$ cat config.mk
export PLATFORM = sky130hd
export DESIGN_NAME = twi_status_pins
export DESIGN_NICKNAME = d
export VERILOG_FILES = /design/src/twi_pkg.sv /design/src/twi_status_pins.sv /design/src/twi_line_cond.sv /design/src/twi_bus_cond.sv
export SDC_FILE = /design/constraint.sdc
export NUM_CORES = 1
export LEC_CHECK = 0
export BUFFER_PORTS_ARGS = -buffer_cell sky130_fd_sc_hd__buf_2
export CORE_ASPECT_RATIO = 1.25
export CORE_MARGIN = 5
export CORE_UTILIZATION = 24
export DETAILED_ROUTE_END_ITERATION = 12
export PLACE_DENSITY = 0.55
export SLEW_MARGIN = 20
export SYNTH_ARGS = -nofsm -noshare
export SYNTH_HDL_FRONTEND = slang
export SYNTH_SLANG_ARGS = --single-unit
export TNS_END_PERCENT = 10
$ cat constraint.sdc
create_clock -name I_CORE_CLK -period 2 [get_ports I_CORE_CLK]
set_clock_uncertainty 0.05 [all_clocks]
set_input_delay 0.3 -clock I_CORE_CLK [delete_from_list [all_inputs] [get_ports I_CORE_CLK]]
set_output_delay 0.3 -clock I_CORE_CLK [all_outputs]
set_load 0.01 [all_outputs]
$ cat src/twi_pkg.sv
// Constants shared by the two-wire bus status and pin logic
`default_nettype none
package twi_pkg;
   // ==========================================================
   // Clock and timing
   localparam int CLK_PERIOD_NS = 20;
   localparam int GLITCH_NS = 60;
   // Longest time, rounded down, never below one cycle
   localparam int FILT_CYC = (GLITCH_NS / CLK_PERIOD_NS) < 1 ? 1 : GLITCH_NS / CLK_PERIOD_NS;
   // ==========================================================
   // Register offsets
   localparam int ADDR_W = 8;
   localparam logic [7:0] OFS_CONFIG = 8'h00;
   localparam logic [7:0] OFS_CONTROL = 8'h04;
   localparam logic [7:0] OFS_STATUS = 8'h08;
   localparam logic [7:0] OFS_INT_STATUS = 8'h0c;
   localparam logic [7:0] OFS_INT_MASK = 8'h10;
   // ==========================================================
   // Configuration fields
   localparam int CFG_SDA_FILT = 0;
   localparam int CFG_SCL_FILT = 1;
   localparam int CFG_SDA_SLEW_DIS = 2;
   localparam int CFG_SCL_SLEW_DIS = 3;
   localparam int CFG_OD_PINS = 4;
   localparam int CFG_MULTI_FUNCTION_PIN_MODE = 5;
   localparam int CFG_W = 6;
   localparam logic [5:0] CFG_RESET = 6'h13;
   // ==========================================================
   // Control fields
   localparam int CTL_SOFT_RST = 0;
   localparam int CTL_MASTER = 1;
   // ==========================================================
   // Status fields
   localparam int ST_ROLE = 0;
   localparam int ST_ACTIVE = 1;
   localparam int ST_SCL = 2;
   localparam int ST_SDA = 3;
   localparam int ST_RXQ_EMPTY = 4;
   localparam int ST_RXQ_FULL = 5;
   localparam int ST_TXQ_EMPTY = 6;
   localparam int ST_TXQ_FULL = 7;
   localparam int ST_TXSQ_EMPTY = 8;
   localparam int ST_TXSQ_FULL = 9;
   localparam int ST_RX_LOCK = 10;
   localparam int ST_TX_LOCK = 11;
   // ==========================================================
   // Interrupt events
   localparam int EV_START = 0;
   localparam int EV_STOP = 1;
   localparam int EV_TX_LOCK = 2;
   localparam int EV_RX_LOCK = 3;
   localparam int EV_W = 4;
endpackage : twi_pkg
`default_nettype wire

$ cat src/twi_status_pins.sv
// Two-wire bus controller common part: pins, status word, soft reset
//
// Overview of operation
// Transmit lock set: bus-side read is held off by stretching clock
// Transmit lock sets on STOP or restart as slave sender; clears on empty
// Receive lock set: bus-side write is held off by stretching clock
// Receive lock sets on master arbitration loss or slave-receiver STOP/restart
// Status bits 3 and 2 show sampled data and clock levels
// Bus-in-use bit sets on START, clears on STOP
// Status bit 0 is 1 in master role, 0 in slave role
// Bus on pins five/four open-drain, or pins two/three push-pull
// Per-line enabled filter rejects spikes up to 60 ns
// Slew limiting enabled separately for data and clock outputs
// After reset pins four and five are dedicated bus cells
// Multi-function mode drops open-drain, filtering and slew together
// Soft reset command reinitialises bus logic without device reset
// Master enable clears interrupt flags and reinitialises both queues
// Status bits 9..4 give full/empty of slave send, send, receive queues
// Status bits 31..16 read zero
//
// Chosen here: the strobed register port and the register offsets.
`timescale 1ns/10ps
`default_nettype none
module twi_status_pins
   import twi_pkg::*;
(
   input wire logic I_CORE_CLK,
   input wire logic I_RST,
   input wire logic [ADDR_W-1:0] I_ADDR,
   input wire logic [31:0] I_WDATA,
   input wire logic I_WR,
   input wire logic I_RD,
   output logic [31:0] O_RDATA,
   output logic O_IRQ,
   input wire logic I_SDA_PULL_LOW,
   input wire logic I_SCL_PULL_LOW,
   input wire logic I_SLV_SEND,
   input wire logic I_ARB_LOST,
   input wire logic I_BUS_RD_ATTEMPT,
   input wire logic I_BUS_WR_ATTEMPT,
   input wire logic I_SLAVE_SEND_QUEUE_FULL,
   input wire logic I_SLAVE_SEND_QUEUE_EMPTY,
   input wire logic I_TXQ_FULL,
   input wire logic I_TXQ_EMPTY,
   input wire logic I_RXQ_FULL,
   input wire logic I_RXQ_EMPTY,
   output logic O_SCL_STRETCH,
   output logic O_SOFT_RESET,
   output logic O_QUEUE_INIT,
   output logic O_MASTER_ROLE,
   output logic O_SDA,
   output logic O_SCL,
   input wire logic I_GENERAL_PIN_TWO,
   output logic O_GENERAL_PIN_TWO,
   output logic O_GENERAL_PIN_TWO_OE,
   input wire logic I_GENERAL_PIN_THREE,
   output logic O_GENERAL_PIN_THREE,
   output logic O_GENERAL_PIN_THREE_OE,
   input wire logic I_GENERAL_PIN_FOUR,
   output logic O_GENERAL_PIN_FOUR,
   output logic O_GENERAL_PIN_FOUR_OE,
   input wire logic I_GENERAL_PIN_FIVE,
   output logic O_GENERAL_PIN_FIVE,
   output logic O_GENERAL_PIN_FIVE_OE,
   output logic O_PINS45_OPEN_DRAIN,
   output logic O_SDA_SLEW_LIMIT,
   output logic O_SCL_SLEW_LIMIT,
   output logic O_MULTI_FUNCTION_PIN_MODE
);
   // ==========================================================
   // Register decode
   logic [CFG_W-1:0] cfg;
   logic master;
   logic [EV_W-1:0] int_status, int_mask;
   logic tx_lock, rx_lock;
   logic soft_rst;
   wire sel_cfg = (I_ADDR == OFS_CONFIG);
   wire sel_ctl = (I_ADDR == OFS_CONTROL);
   wire sel_st = (I_ADDR == OFS_STATUS);
   wire sel_is = (I_ADDR == OFS_INT_STATUS);
   wire sel_im = (I_ADDR == OFS_INT_MASK);
   wire wr_ctl = I_WR && sel_ctl;
   wire soft_cmd = wr_ctl && I_WDATA[CTL_SOFT_RST];
   wire master_on = wr_ctl && I_WDATA[CTL_MASTER] && !master;
   wire bus_rst = I_RST || soft_rst;
   // ==========================================================
   // Pin routing and cell control
   wire multi_function_pin_mode = cfg[CFG_MULTI_FUNCTION_PIN_MODE];
   wire use45 = cfg[CFG_OD_PINS] && !multi_function_pin_mode;
   // Pins four/five default to bus cells; multi-function drops all specials
   assign O_MULTI_FUNCTION_PIN_MODE = multi_function_pin_mode;
   assign O_PINS45_OPEN_DRAIN = use45;
   assign O_SDA_SLEW_LIMIT = !cfg[CFG_SDA_SLEW_DIS] && !multi_function_pin_mode;
   assign O_SCL_SLEW_LIMIT = !cfg[CFG_SCL_SLEW_DIS] && !multi_function_pin_mode;
   wire sda_filt_en = cfg[CFG_SDA_FILT] && !multi_function_pin_mode;
   wire scl_filt_en = cfg[CFG_SCL_FILT] && !multi_function_pin_mode;
   wire scl_low = I_SCL_PULL_LOW || O_SCL_STRETCH;
   // Open-drain pins only ever pull low; others drive both levels
   assign O_GENERAL_PIN_FIVE = 1'b0;
   assign O_GENERAL_PIN_FIVE_OE = use45 && I_SDA_PULL_LOW;
   assign O_GENERAL_PIN_FOUR = 1'b0;
   assign O_GENERAL_PIN_FOUR_OE = use45 && scl_low;
   assign O_GENERAL_PIN_TWO = !I_SDA_PULL_LOW;
   assign O_GENERAL_PIN_TWO_OE = !use45;
   assign O_GENERAL_PIN_THREE = !scl_low;
   assign O_GENERAL_PIN_THREE_OE = !use45;
   wire sda_pin = use45 ? I_GENERAL_PIN_FIVE : I_GENERAL_PIN_TWO;
   wire scl_pin = use45 ? I_GENERAL_PIN_FOUR : I_GENERAL_PIN_THREE;
   // ==========================================================
   // Line conditioning and bus conditions
   logic sda_f, scl_f, start, stop, active;
   twi_line_cond #(.FILT(FILT_CYC)) u_sda (
      .i_clk(I_CORE_CLK),
      .i_rst(I_RST),
      .i_line(sda_pin),
      .i_filt_en(sda_filt_en),
      .o_level(sda_f)
   );
   twi_line_cond #(.FILT(FILT_CYC)) u_scl (
      .i_clk(I_CORE_CLK),
      .i_rst(I_RST),
      .i_line(scl_pin),
      .i_filt_en(scl_filt_en),
      .o_level(scl_f)
   );
   twi_bus_cond u_cond (
      .i_clk(I_CORE_CLK),
      .i_rst(bus_rst),
      .i_sda(sda_f),
      .i_scl(scl_f),
      .o_start(start),
      .o_stop(stop),
      .o_active(active)
   );
   assign O_SDA = sda_f;
   assign O_SCL = scl_f;
   // ==========================================================
   // Queue locks and clock stretching
   wire stop_or_re = stop || (start && active);
   wire tx_set = !master && I_SLV_SEND && stop_or_re;
   wire rx_set = (master && I_ARB_LOST) || (!master && !I_SLV_SEND && stop_or_re);
   // Lock asserts even if the queue is already empty; clears a cycle later
   always_ff @(posedge I_CORE_CLK) begin
      if (bus_rst) begin
         tx_lock <= 1'b0;
         rx_lock <= 1'b0;
      end else begin
         tx_lock <= tx_set || (tx_lock && !I_TXQ_EMPTY);
         rx_lock <= rx_set || (rx_lock && !I_RXQ_EMPTY);
      end
   end
   assign O_SCL_STRETCH = (tx_lock && I_BUS_RD_ATTEMPT) || (rx_lock && I_BUS_WR_ATTEMPT);
   assign O_MASTER_ROLE = master;
   // ==========================================================
   // Control and configuration registers
   always_ff @(posedge I_CORE_CLK) begin
      if (I_RST) begin
         cfg <= CFG_RESET;
         master <= 1'b0;
         soft_rst <= 1'b0;
         O_QUEUE_INIT <= 1'b0;
      end else begin
         if (I_WR && sel_cfg) cfg <= I_WDATA[CFG_W-1:0];
         if (wr_ctl) master <= I_WDATA[CTL_MASTER];
         soft_rst <= soft_cmd;
         O_QUEUE_INIT <= master_on;
      end
   end
   assign O_SOFT_RESET = soft_rst;
   // ==========================================================
   // Interrupts
   wire [EV_W-1:0] events = {rx_set, tx_set, stop, start};
   wire [EV_W-1:0] w1c = (I_WR && sel_is) ? I_WDATA[EV_W-1:0] : '0;
   wire [EV_W-1:0] keep = master_on ? '0 : (int_status & ~w1c);
   always_ff @(posedge I_CORE_CLK) begin
      if (I_RST) begin
         int_status <= '0;
         int_mask <= '0;
      end else begin
         int_status <= events | keep;
         if (I_WR && sel_im) int_mask <= I_WDATA[EV_W-1:0];
      end
   end
   assign O_IRQ = |(int_status & int_mask);
   // ==========================================================
   // Status word and read data
   wire [31:0] status = {16'h0000, 4'h0, tx_lock, rx_lock,
      I_SLAVE_SEND_QUEUE_FULL, I_SLAVE_SEND_QUEUE_EMPTY, I_TXQ_FULL, I_TXQ_EMPTY,
      I_RXQ_FULL, I_RXQ_EMPTY, sda_f, scl_f, active, master};
   wire [31:0] rd_mux = sel_cfg ? {26'h0, cfg} :
      sel_ctl ? {30'h0, master, 1'b0} :
      sel_st ? status :
      sel_is ? {28'h0, int_status} :
      sel_im ? {28'h0, int_mask} : 32'h0;
   always_ff @(posedge I_CORE_CLK) begin
      if (I_RST) O_RDATA <= 32'h0;
      else O_RDATA <= I_RD ? rd_mux : 32'h0;
   end
endmodule : twi_status_pins
`default_nettype wire

$ cat src/twi_line_cond.sv
// Line input synchroniser with optional spike filter
`timescale 1ns/10ps
`default_nettype none
module twi_line_cond
   import twi_pkg::*;
#(
   parameter int FILT = FILT_CYC
) (
   input wire logic i_clk,
   input wire logic i_rst,
   input wire logic i_line,
   input wire logic i_filt_en,
   output logic o_level
);
   initial begin
      if (FILT < 1 || FILT > 15) $error("Filter length out of range");
   end
   logic s1, s2, s3;
   logic [3:0] cnt;
   wire agree = (s2 == s3);
   wire differ = agree && (s3 != o_level);
   // Change must outlast FILT cycles to pass
   wire take = differ && (!i_filt_en || cnt == 4'(FILT));
   always_ff @(posedge i_clk) begin
      if (i_rst) begin
         {s1, s2, s3} <= 3'h7;
         cnt <= 4'h0;
         o_level <= 1'b1;
      end else begin
         s1 <= i_line;
         s2 <= s1;
         s3 <= s2;
         cnt <= (differ && !take) ? cnt + 4'h1 : 4'h0;
         if (take) o_level <= s3;
      end
   end
endmodule : twi_line_cond
`default_nettype wire

$ cat src/twi_bus_cond.sv
// START and STOP detection and bus-in-use flag
`timescale 1ns/10ps
`default_nettype none
module twi_bus_cond (
   input wire logic i_clk,
   input wire logic i_rst,
   input wire logic i_sda,
   input wire logic i_scl,
   output logic o_start,
   output logic o_stop,
   output logic o_active
);
   logic sda_d;
   assign o_start = i_scl && sda_d && !i_sda;
   assign o_stop = i_scl && !sda_d && i_sda;
   // Tap runs through reset, so a soft reset with data low fakes no START
   always_ff @(posedge i_clk) begin
      sda_d <= i_sda;
      if (i_rst) begin
         o_active <= 1'b0;
      end else begin
         if (o_start) o_active <= 1'b1;
         else if (o_stop) o_active <= 1'b0;
      end
   end
endmodule : twi_bus_cond
`default_nettype wire

Word-level counts from Yosys, hierarchy flattened
Cells that the tools add are included.

storage, ports and cells
  bits in registers = 69
  input port bits = 60
  output and inout port bits = 51
  logic and storage cells = 120

operators by class
  add/sub/neg operators = 2
  equality and inequality tests = 10
  multiplexer cells = 11
  bitwise gates (word level) = 7
  reduce and logical (&&, ||, !) cells = 67

operators by type and width
  operator                                                         count
  1-bit logical AND                                                34
  8-bit by 4-bit == test with 1-bit output, second input constant  2
  1-bit zero test                                                  16
  4-bit 2-to-1 mux                                                 4
  12-bit 2-to-1 mux                                                1
  6-bit 2-to-1 mux                                                 2
  1-bit logical OR                                                 9
  4-bit by 1-bit adder with 4-bit output, second input constant    2
  4-bit bitwise AND                                                2
  4-bit by 2-bit == test with 1-bit output, second input constant  2
  8-bit by 3-bit == test with 1-bit output, second input constant  1
  8-bit by 5-bit == test with 1-bit output, second input constant  1
  8-bit zero test                                                  1
  4-bit OR reduction                                               2
  2-bit OR reduction                                               3
  6-bit OR reduction                                               1
  1-bit 2-to-1 mux                                                 4
  4-bit inverter                                                   1
  4-bit bitwise OR                                                 1
  1-bit inverter                                                   3
  1-bit == test                                                    2
  1-bit inequality test                                            2
  2-bit nonzero test                                               1

Longest topological paths before layout
Gate-level depths: netlist (run 1).

  word-level depth = 9
  gate-level depth with buffers = 5
  gate-level depth less buffers = 5

Cells and area by module
A second synthesis (run 1) with hierarchy kept.

unflattened totals
  cell total of the unflattened synthesis = 264
  area, all modules = 2,458.6 um2

modules (own cells, without submodules)
  module           times used  cells an instance  area an instance (um2)  seq. area each (um2)
  twi_status_pins  1           195                1,747.9                 620.6
  twi_line_cond    2           30                 310.3                   160.2
  twi_bus_cond     1           9                  90.1                    40.0

Worst setup path before layout (run 1)
Ideal clock, no wire load.

  kind = reg-to-reg
  start point = register u_scl.cnt[0]
  end point = register u_scl.o_level
  setup time = 0.114 ns
  arrival = 1.234 ns
  required time = 1.836 ns
  setup slack = 0.602 ns
  cell stages (with the launch flop) = 6
  buffers on the path = 0
  clock period less this slack = 1.398 ns
  cells stage by stage = dfxtp_1 ha_1 inv_1 o311ai_0 mux2i_1 a21o_1

on the way
  cells in the longest elaborated chain, start to end = 3

RTL lines
  element                                   line                 text
  from (decl)                               twi_line_cond.sv:19  logic [3:0] cnt;
  from (signal assigned)                    twi_line_cond.sv:33  cnt <= (differ && !take) ? cnt + 4'h1 : 4'h0;
  4-bit by 2-bit == test with 1-bit output  twi_line_cond.sv:23  wire take = differ && (!i_filt_en || cnt == 4'(FILT));
  1-bit logical OR                          twi_line_cond.sv:23
  1-bit logical AND                         twi_line_cond.sv:23
  to (signal assigned)                      twi_line_cond.sv:28  o_level <= 1'b1;
  to (signal assigned)                      twi_line_cond.sv:34  if (take) o_level <= s3;
  to (decl)                                 twi_line_cond.sv:13  output logic o_level

Every way passes these cells.
A chain may end at the register's enable or synchronous reset.

Final worst setup path (run 1)
  start point = register u_sda.cnt[0]
  end point = register u_sda.o_level

on the way
  cells in the longest elaborated chain, start to end = 3

RTL lines
  element                                   line
  from (decl)                               twi_line_cond.sv:19
  from (signal assigned)                    twi_line_cond.sv:33
  4-bit by 2-bit == test with 1-bit output  twi_line_cond.sv:23
  1-bit logical OR                          twi_line_cond.sv:23
  1-bit logical AND                         twi_line_cond.sv:23
  to (signal assigned)                      twi_line_cond.sv:28
  to (signal assigned)                      twi_line_cond.sv:34
  to (decl)                                 twi_line_cond.sv:13

Every way passes these cells.

==> results.md, run 1 <==
* Status: finished clean
* Period utilisation layout at 80.1%
* Worst-Skew Late Latency at between 0.2 and 0.3 ns
* Syn-to-layout area delta at 22.0%
* # fillers at 989
* Part of the power in combinational logic at 7.1%
* Worst stage delay on the critical path at between 0.5 and 0.6 ns
* R2R setup slack at 0.40 ns
* Yosys reg bits at 49
* Slew HR at between 60% and 70%
* Clock Tree Buf Depth at 2
* Final #Nets at 375
* Top Layer Used: met4
* Post-Route M1 WL at 2250 µm
* Total negative slack at 0 ns
* Initial antenna violation count at 0
* Largest family of logic cells by synthesized area: simple AND/OR/NAND/NOR gates
* Worst R2R Path Depth at 5
* Synthesized-area fraction occupied by adder cells at 1.10%
* Number of global-route vias before repair at 1840
* Critical Path Source Type: flip-flop
* Std cell rows at 39
* RSZ-0062 raised after global routing: no
* Worst Path Arrival at ~1.7 ns
* Vias per inst at roughly 4.2
* Largest net degree at the start of global routing at 22
* Internal power at 1490 µW
* Core Area at 9220 µm²
* Metal2 WL at 2780 µm
* Post-CTS Setup Bufs at 0
* CTS tree: done
* Net Sw Frac at 22.4%
* Synth Flop Type: dfxtp_1
* Sequential power share at approximately 51%
* VDD IR max at 0.316 mV
* Antenna fix cells at 0
* Initial DRC Count at 48
* Routed Antenna Nets at 0
* DRC viols at 0
* Placer Congestion at 0.805
* Xor/xnor share of the synthesized area at 1.54%
* Die width at 97.0 µm
* Post-cts resize count at 0
* I/O Pins at 111
* Post-synthesis mux area share at 8.09%
* Fin. max-slew vios at 0
* Routed length per instance at 12.5 µm
* Cell variety after synth at 42
* Area share of and/or/nand/nor cells after synthesis at ~25%
* Port-buffer cells at 62
* Post-synth ARST share at 0%
* CP Capture Type: flip-flop
* Final setup fails at 0
* Seq/Total Area, Yosys at 43.2%
* Initial DRT Pass Iterations at 6
* Critical path's slowest cell: o311ai_0
* Syn_area_per_cell at 9.13 µm²
* Compound-Gate Fraction of Synth Area at a little under a tenth
* Clock transition at path regs at 0.06 ns
* Max Fclk at 0.624 GHz
* GRT Residual Overflow at 0
* Post-synth EDFFs at 0
* GRT Total Usage at 9.64%
* Worst-path fanout max at 3
* Hpwl dp at approximately 4300 µm
* Min Clock Period, post-route at roughly 1.6 ns
* Hold_buf cts at 0
* Required time worst endpoint at 2.13 ns
* DRT Wirelength at 5480 µm
* PwrDens at ~700 nW/µm²
* Fin. Hold Viols at 0
* Root buffer cell: clkbuf_16
* Post-Syn Instances at 249
* Vias at 1834
* Final core occ at 30.1%
* First-pass GRT wire length at just over 9000 µm
* H-tree depth at 2
* Crit path kind: reg -> reg
* CTS Buf Count at 5
* Fraction of layout cells with a size suffix above 1 at 29.3%
* YS warnings at 0
* Min-Delay Path Class: in -> reg
* Tightest Pin Transition at 0.588 ns
* Die height at 119 µm
* Synth Cell Area at 2270 µm²
* Post-layout total power at 1930 µW
* Clk sinks at 49
* LEAKAGE at 0.00129 µW
* Sw Pwr at 432 µW
* Final Non-Filler Cells at between 400 and 500
* Worst path cell trace: ha_1 > inv_1 > o311ai_0 > mux2i_1 > a21o_1
* Max-cap violations at 0
* Power share of the clock group at 41.8%
* Hold path depth at 3
* Starting Density at between 20 and 25%
* DIE AREA at 11500 µm²
* Worst hold margin at 0.172 ns
* Routed wl met3 at just under 400 µm
* Placed instance count at 429
stage by stage:
stage               setup WS, ns  instance area, µm²
floorplan                  0.602                2350
global placement           0.331                2630
detailed placement         0.273                2630
CTS                        0.366                2770
global route               0.213                2770
finish                     0.398                2770
cells in the mapped netlist, drive strengths merged (6+ instances only):
cell,count,area share (%)
mux2i,15,6.6
and2,6,2.0
o21ai,6,1.3
buf,26,8.6
a21oi,13,2.9
inv,12,2.0
nand2,14,2.3
dfxtp,49,43
nor3,7,1.8
nor2,36,6.1
per-layer routing:
metal	GRT usage, %	vias to the layer above
li1	-	936
met1	10.8	837
met2	17.1	55
met3	3.48	6
met4	2.72	0
met5	0	-
sequential cells by signal, summed over array words and instances (netlist names):
| register | cells |
|---|---|
| u_sda.s2 | 1 |
| cfg | 6 |
| u_scl.s1 | 1 |
| tx_lock | 1 |
| int_status | 4 |
| O_SOFT_RESET | 1 |
| u_scl.s2 | 1 |
| u_cond.o_active | 1 |
| u_sda.cnt | 4 |
| u_scl.cnt | 4 |
| O_MASTER_ROLE | 1 |
| O_RDATA | 12 |
| u_cond.sda_d | 1 |
| u_scl.s3 | 1 |
| u_scl.o_level | 1 |
| int_mask | 4 |
| u_sda.s1 | 1 |
| O_QUEUE_INIT | 1 |
| u_sda.o_level | 1 |
| rx_lock | 1 |
| u_sda.s3 | 1 |
power by group through the flow:
stage | sequential [µW] | clock (µW) | combinational, µW
3_5_place_dp | 1010 | 0 | 136
5_1_grt | 984 | 877 | 151
6_report | 984 | 806 | 136
3_3_place_gp | 1010 | 0 | 135
2_1_floorplan | 1010 | 0 | 110
4_1_cts | 984 | 827 | 137
final cells by class:
type                    count  area [µm²]  share of cell area (%)
clock inverters             2        10.0                   0.361
well taps                 123         154                    5.55
inverters                  12        45.0                    1.62
clock buffers               6         129                    4.65
flip-flops and latches     49         981                    35.4
repair buffers             66         340                    12.3
multi-input cells         179        1110                    40.2
placed cells by master, fill, tap and decap left out, types with 3 or more instances in the layout:
cell type / Yosys / routed
nor2_1: 35 / 35
mux2i_1: 15 / 15
o21ai_0: 6 / 6
conb_1: 1 / 22
or2_2: 4 / 4
a22oi_1: 4 / 4
dfxtp_1: 49 / 49
nor3_1: 6 / 6
nand3_1: 4 / 4
or3_1: 3 / 3
nand2_1: 14 / 14
inv_1: 12 / 12
nor4_1: 3 / 3
buf_2: 1 / 62
clkbuf_16: 0 / 5
nand2b_1: 4 / 4
nand3b_1: 4 / 4
a21o_1: 4 / 4
and2_2: 6 / 6
buf_4: 24 / 4
mux2_2: 3 / 3
a21oi_1: 13 / 13
critical path, delay by kind of cell (launching register included):
family	cells	cell delay, ns
muxes	1	0.15
buffers and inverters	1	0.04
AOI/OAI and AO/OA	2	0.71
DFF	1	0.35
adders and majority gates	1	0.20
kinds of logic after synthesis:
kind of cell,Yosys count
and+or+nand+nor,99
DFF,49
buffers and inverters,42
AOI/OAI and AO/OA,34
muxes,18
xor gates and xnor gates,4
adders and majority gates,2
other,1
path summary, 6_finish.rpt:
kind	endpoint	from
worst max register to register	u_sda.o_level$_SDFFE_PP1P_	u_sda.cnt[0]$_SDFF_PP0_
worst max-delay path	u_sda.o_level$_SDFFE_PP1P_	u_sda.cnt[0]$_SDFF_PP0_
worst min register to register	u_scl.s2$_SDFF_PP1_	u_scl.s1$_SDFF_PP1_
worst min-delay path	u_scl.s1$_SDFF_PP1_	I_GENERAL_PIN_FOUR
Power figures use the tool's default switching activity.
==> run 2: changes to the inputs <==
Settings changed: ABC_AREA set to 1.
Clock period 2 ns to 1.6 ns, I/O delays scaled along.
==> run 2 against run 1 <==
Effect of this change:
- critical path depth increased by 1
- clock-buffer cell count decreased by 1
- register-to-register slack got worse by 0.14 ns
- synthesized cell count rose by 21%
- clock power is 48% higher
- hold slack got worse by 0.060 ns
- cell count is 13% higher
- power grew 34%
- die area decreased by 0.90%
- setup slack worse by 0.30 ns
- critical path type is now reg -> out
- largest cell class unchanged
- highest routed layer unchanged
==> results.md, run 2 <==
* Initial antenna violation count at 0
* First-pass GRT wire length at 8950 µm
* Crit path kind: reg -> out
* DRC viols at 0
* Fin. Hold Viols at 0
* RSZ-0062 raised after global routing: no
* LEAKAGE at roughly 0.0014 µW
* VDD IR max at 0.369 mV
* Cell variety after synth at 36
* Vias at 1983
* CTS Buf Count at 5
* Min-Delay Path Class: in -> reg
* Status: finished clean
* Compound-Gate Fraction of Synth Area at 7.34%
* Largest family of logic cells by synthesized area: simple AND/OR/NAND/NOR gates
* Clock transition at path regs at 0.07 ns
* Required time worst endpoint at 1.31 ns
* YS warnings at 0
* Antenna fix cells at 0
* Hpwl dp at ~4600 µm
* Largest register FFs at 12
* Regs by FF count: O_RDATA (12), cfg (6)
* Largest net degree at the start of global routing at 19
* Synth Flop Type: dfxtp_1
* Worst-path fanout max at 6
* Worst stage delay on the critical path at 0.37 ns
* DIE AREA at 11400 µm²
* Fin. max-slew vios at 0
* Xor/xnor share of the synthesized area at 1.56%
* Synth cell count leaders: 54 x nand2_1, 49 x dfxtp_1, 46 x nor2_1
* Most frequent CP cell: inv_1
* Core Area at roughly 9200 µm²
* CTS tree: done
* Max-cap violations at 0
* Number of global-route vias before repair at 1935
* CP Capture Type: primary output
* # fillers at just over 1000
* Die width at 96.6 µm
* Routed Antenna Nets at 0
* DRT Wirelength at between 5000 and 6000 µm
* Min Clock Period, post-route at 1.51 ns
* Initial DRT Pass Iterations at 4
* Area share of and/or/nand/nor cells after synthesis at a little under a third
* Root buffer cell: clkbuf_16
* Worst-Skew Late Latency at 0.29 ns
* Clock Tree Buf Depth at 2
* Final setup fails at 0
* GRT Residual Overflow at 0
* Count leader, synth: nand2_1
* Post-synth ARST share at 0%
* GRT Total Usage at 9.93%
* Period utilisation layout at 94.1%
* Critical path's slowest cell: dfxtp_2
* Routed length per instance at 11.3 µm
* Most frequent cells in the layout: 62 x buf_2, 53 x nand2_1, 48 x dfxtp_1, 46 x nor2_1, 34 x inv_1
* Worst Path Arrival at 1.22 ns
* Commonest non-fill, non-tap cell in the layout: buf_2
* Yosys reg bits at 49
* Syn-to-layout area delta at 24.1%
* Max Fclk at 0.664 GHz
* Dominant cell type by area after synthesis: dfxtp_1
* Syn_area_per_cell at 7.47 µm²
* Die height at 118 µm
* Port-buffer cells at 62
* Critical Path Source Type: flip-flop
* Post-synthesis mux area share at 0%
* Post-synth EDFFs at 0
* I/O Pins at 111
* Biggest register: O_RDATA
* Placer Congestion at 0.818
* Final core occ at 30.4%
* H-tree depth at 2
* Initial DRC Count at 93
* Total negative slack at 0 ns
* Seq/Total Area, Yosys at between 40% and 50%
* Multi-input gate area at 1000 µm²
* Final #Nets at 430
* Post-Syn Instances at 301
* Synth area leaders: dfxtp_1 44%, nand2_1 9.0%, buf_4 7.7%
* Starting Density at 24.5%
* Synth Cell Area at 2250 µm²
* Synthesized-area fraction occupied by adder cells at 1.11%
* Clk sinks at 49
* Worst path cell trace: inv_1 > nand2_2 > inv_1 > o21ai_0 > inv_1 > buf_2
* Fraction of layout cells with a size suffix above 1 at 25.5%
* PwrDens at 925 nW/µm²
* Post-CTS Setup Bufs at 0
* Std cell rows at 39
* Vias per inst at 4.03
* Yosys top cell area share at 43.6%
* Reg area at approximately 980 µm²
==> run 2: cell types whose count changed after synthesis, sizes merged, moves of 4 or more <==
| cell | before | now |
|---|---|---|
| nor2 | 36 | 51 |
| mux2i | 15 | 0 |
| a21o | 4 | 0 |
| nand3 | 4 | 28 |
| and2 | 6 | 0 |
| inv | 12 | 36 |
| nand4b | 4 | 0 |
| nor4b | 4 | 0 |
| nand2b | 4 | 0 |
| nand2 | 14 | 60 |
| o21ai | 6 | 11 |
==> run 2: per-layer routing <==
metal	part of all wire, %	wire length, µm	track usage [%]
met5	0	0	0
met4	1.5	84	3.33
met3	4.7	260	2.22
met2	53	2960	17.8
met1	40	2240	11.3
==> run 2: layout make-up <==
cell class	count	share of cell area (%)
Multi-Input combinational cell	208	35.8
Timing Repair Buffer	65	11.9
Sequential cell	49	35.2
Clock inverter	3	1.57
Tap cell	123	5.51
Inverter	39	5.56
Clock buffer	5	4.48
==> run 2: through the flow <==
| stage | hold slack (ns) | setup WS, ns | total power [µW] | instances | cell area (µm²) |
|---|---|---|---|---|---|
| 2_1_floorplan | 0.302 | 0.311 | 1390 | 322 | 2330 |
| 3_3_place_gp | 0.344 | 0.248 | 1410 | 484 | 2620 |
| 3_5_place_dp | 0.350 | 0.238 | 1410 | 484 | 2620 |
| 4_1_cts | 0.104 | 0.00819 | 2620 | 492 | 2790 |
| 5_1_grt | 0.115 | 0.0249 | 2670 | 492 | 2790 |
| 6_report | 0.112 | 0.0940 | 2580 | 492 | 2790 |
==> run 2: final timing paths <==
check	startpoint	endpoint	slack [ns]	cells past startpoint
min	I_SLAVE_SEND_QUEUE_EMPTY	O_RDATA[8]$_SDFF_PP0_	0.11	3
max	cfg[5]$_SDFFE_PP0P_	O_GENERAL_PIN_FOUR_OE	0.09	6
min reg2reg	u_sda.s1$_SDFF_PP1_	u_sda.s2$_SDFF_PP1_	0.37	1
max reg2reg	u_scl.o_level$_SDFFE_PP1P_	rx_lock$_SDFF_PP0_	0.26	8
==> run 2: power by group <==
part / total, µW / switching, µW / internal, µW
registers: 1230 / 4.17 / 1230
clock network: 1190 / 455 / 740
logic: 156 / 103 / 53.2
==> run 2: critical path, delay by kind of cell (launching register included) <==
family	cells	cell delay, ns
compound gates	1	0.08
flops	1	0.37
simple gates	1	0.13
buf+inv	4	0.34
==> run 2: kinds of logic (layout without fill, tap and decap cells) <==
group	after synthesis	after routing
simple gates	150	150
fa+ha+maj	2	2
other cells	1	22
xor+xnor	4	4
compound gates	30	30
flops	49	49
buf+inv	65	112
==> run 2: what timing repair did <==
item / 4_1_cts / 5_1_grt
hold buffers: 0 / 0
gates resized for setup: 1 / 1
setup endpoints to repair: 1 / 1
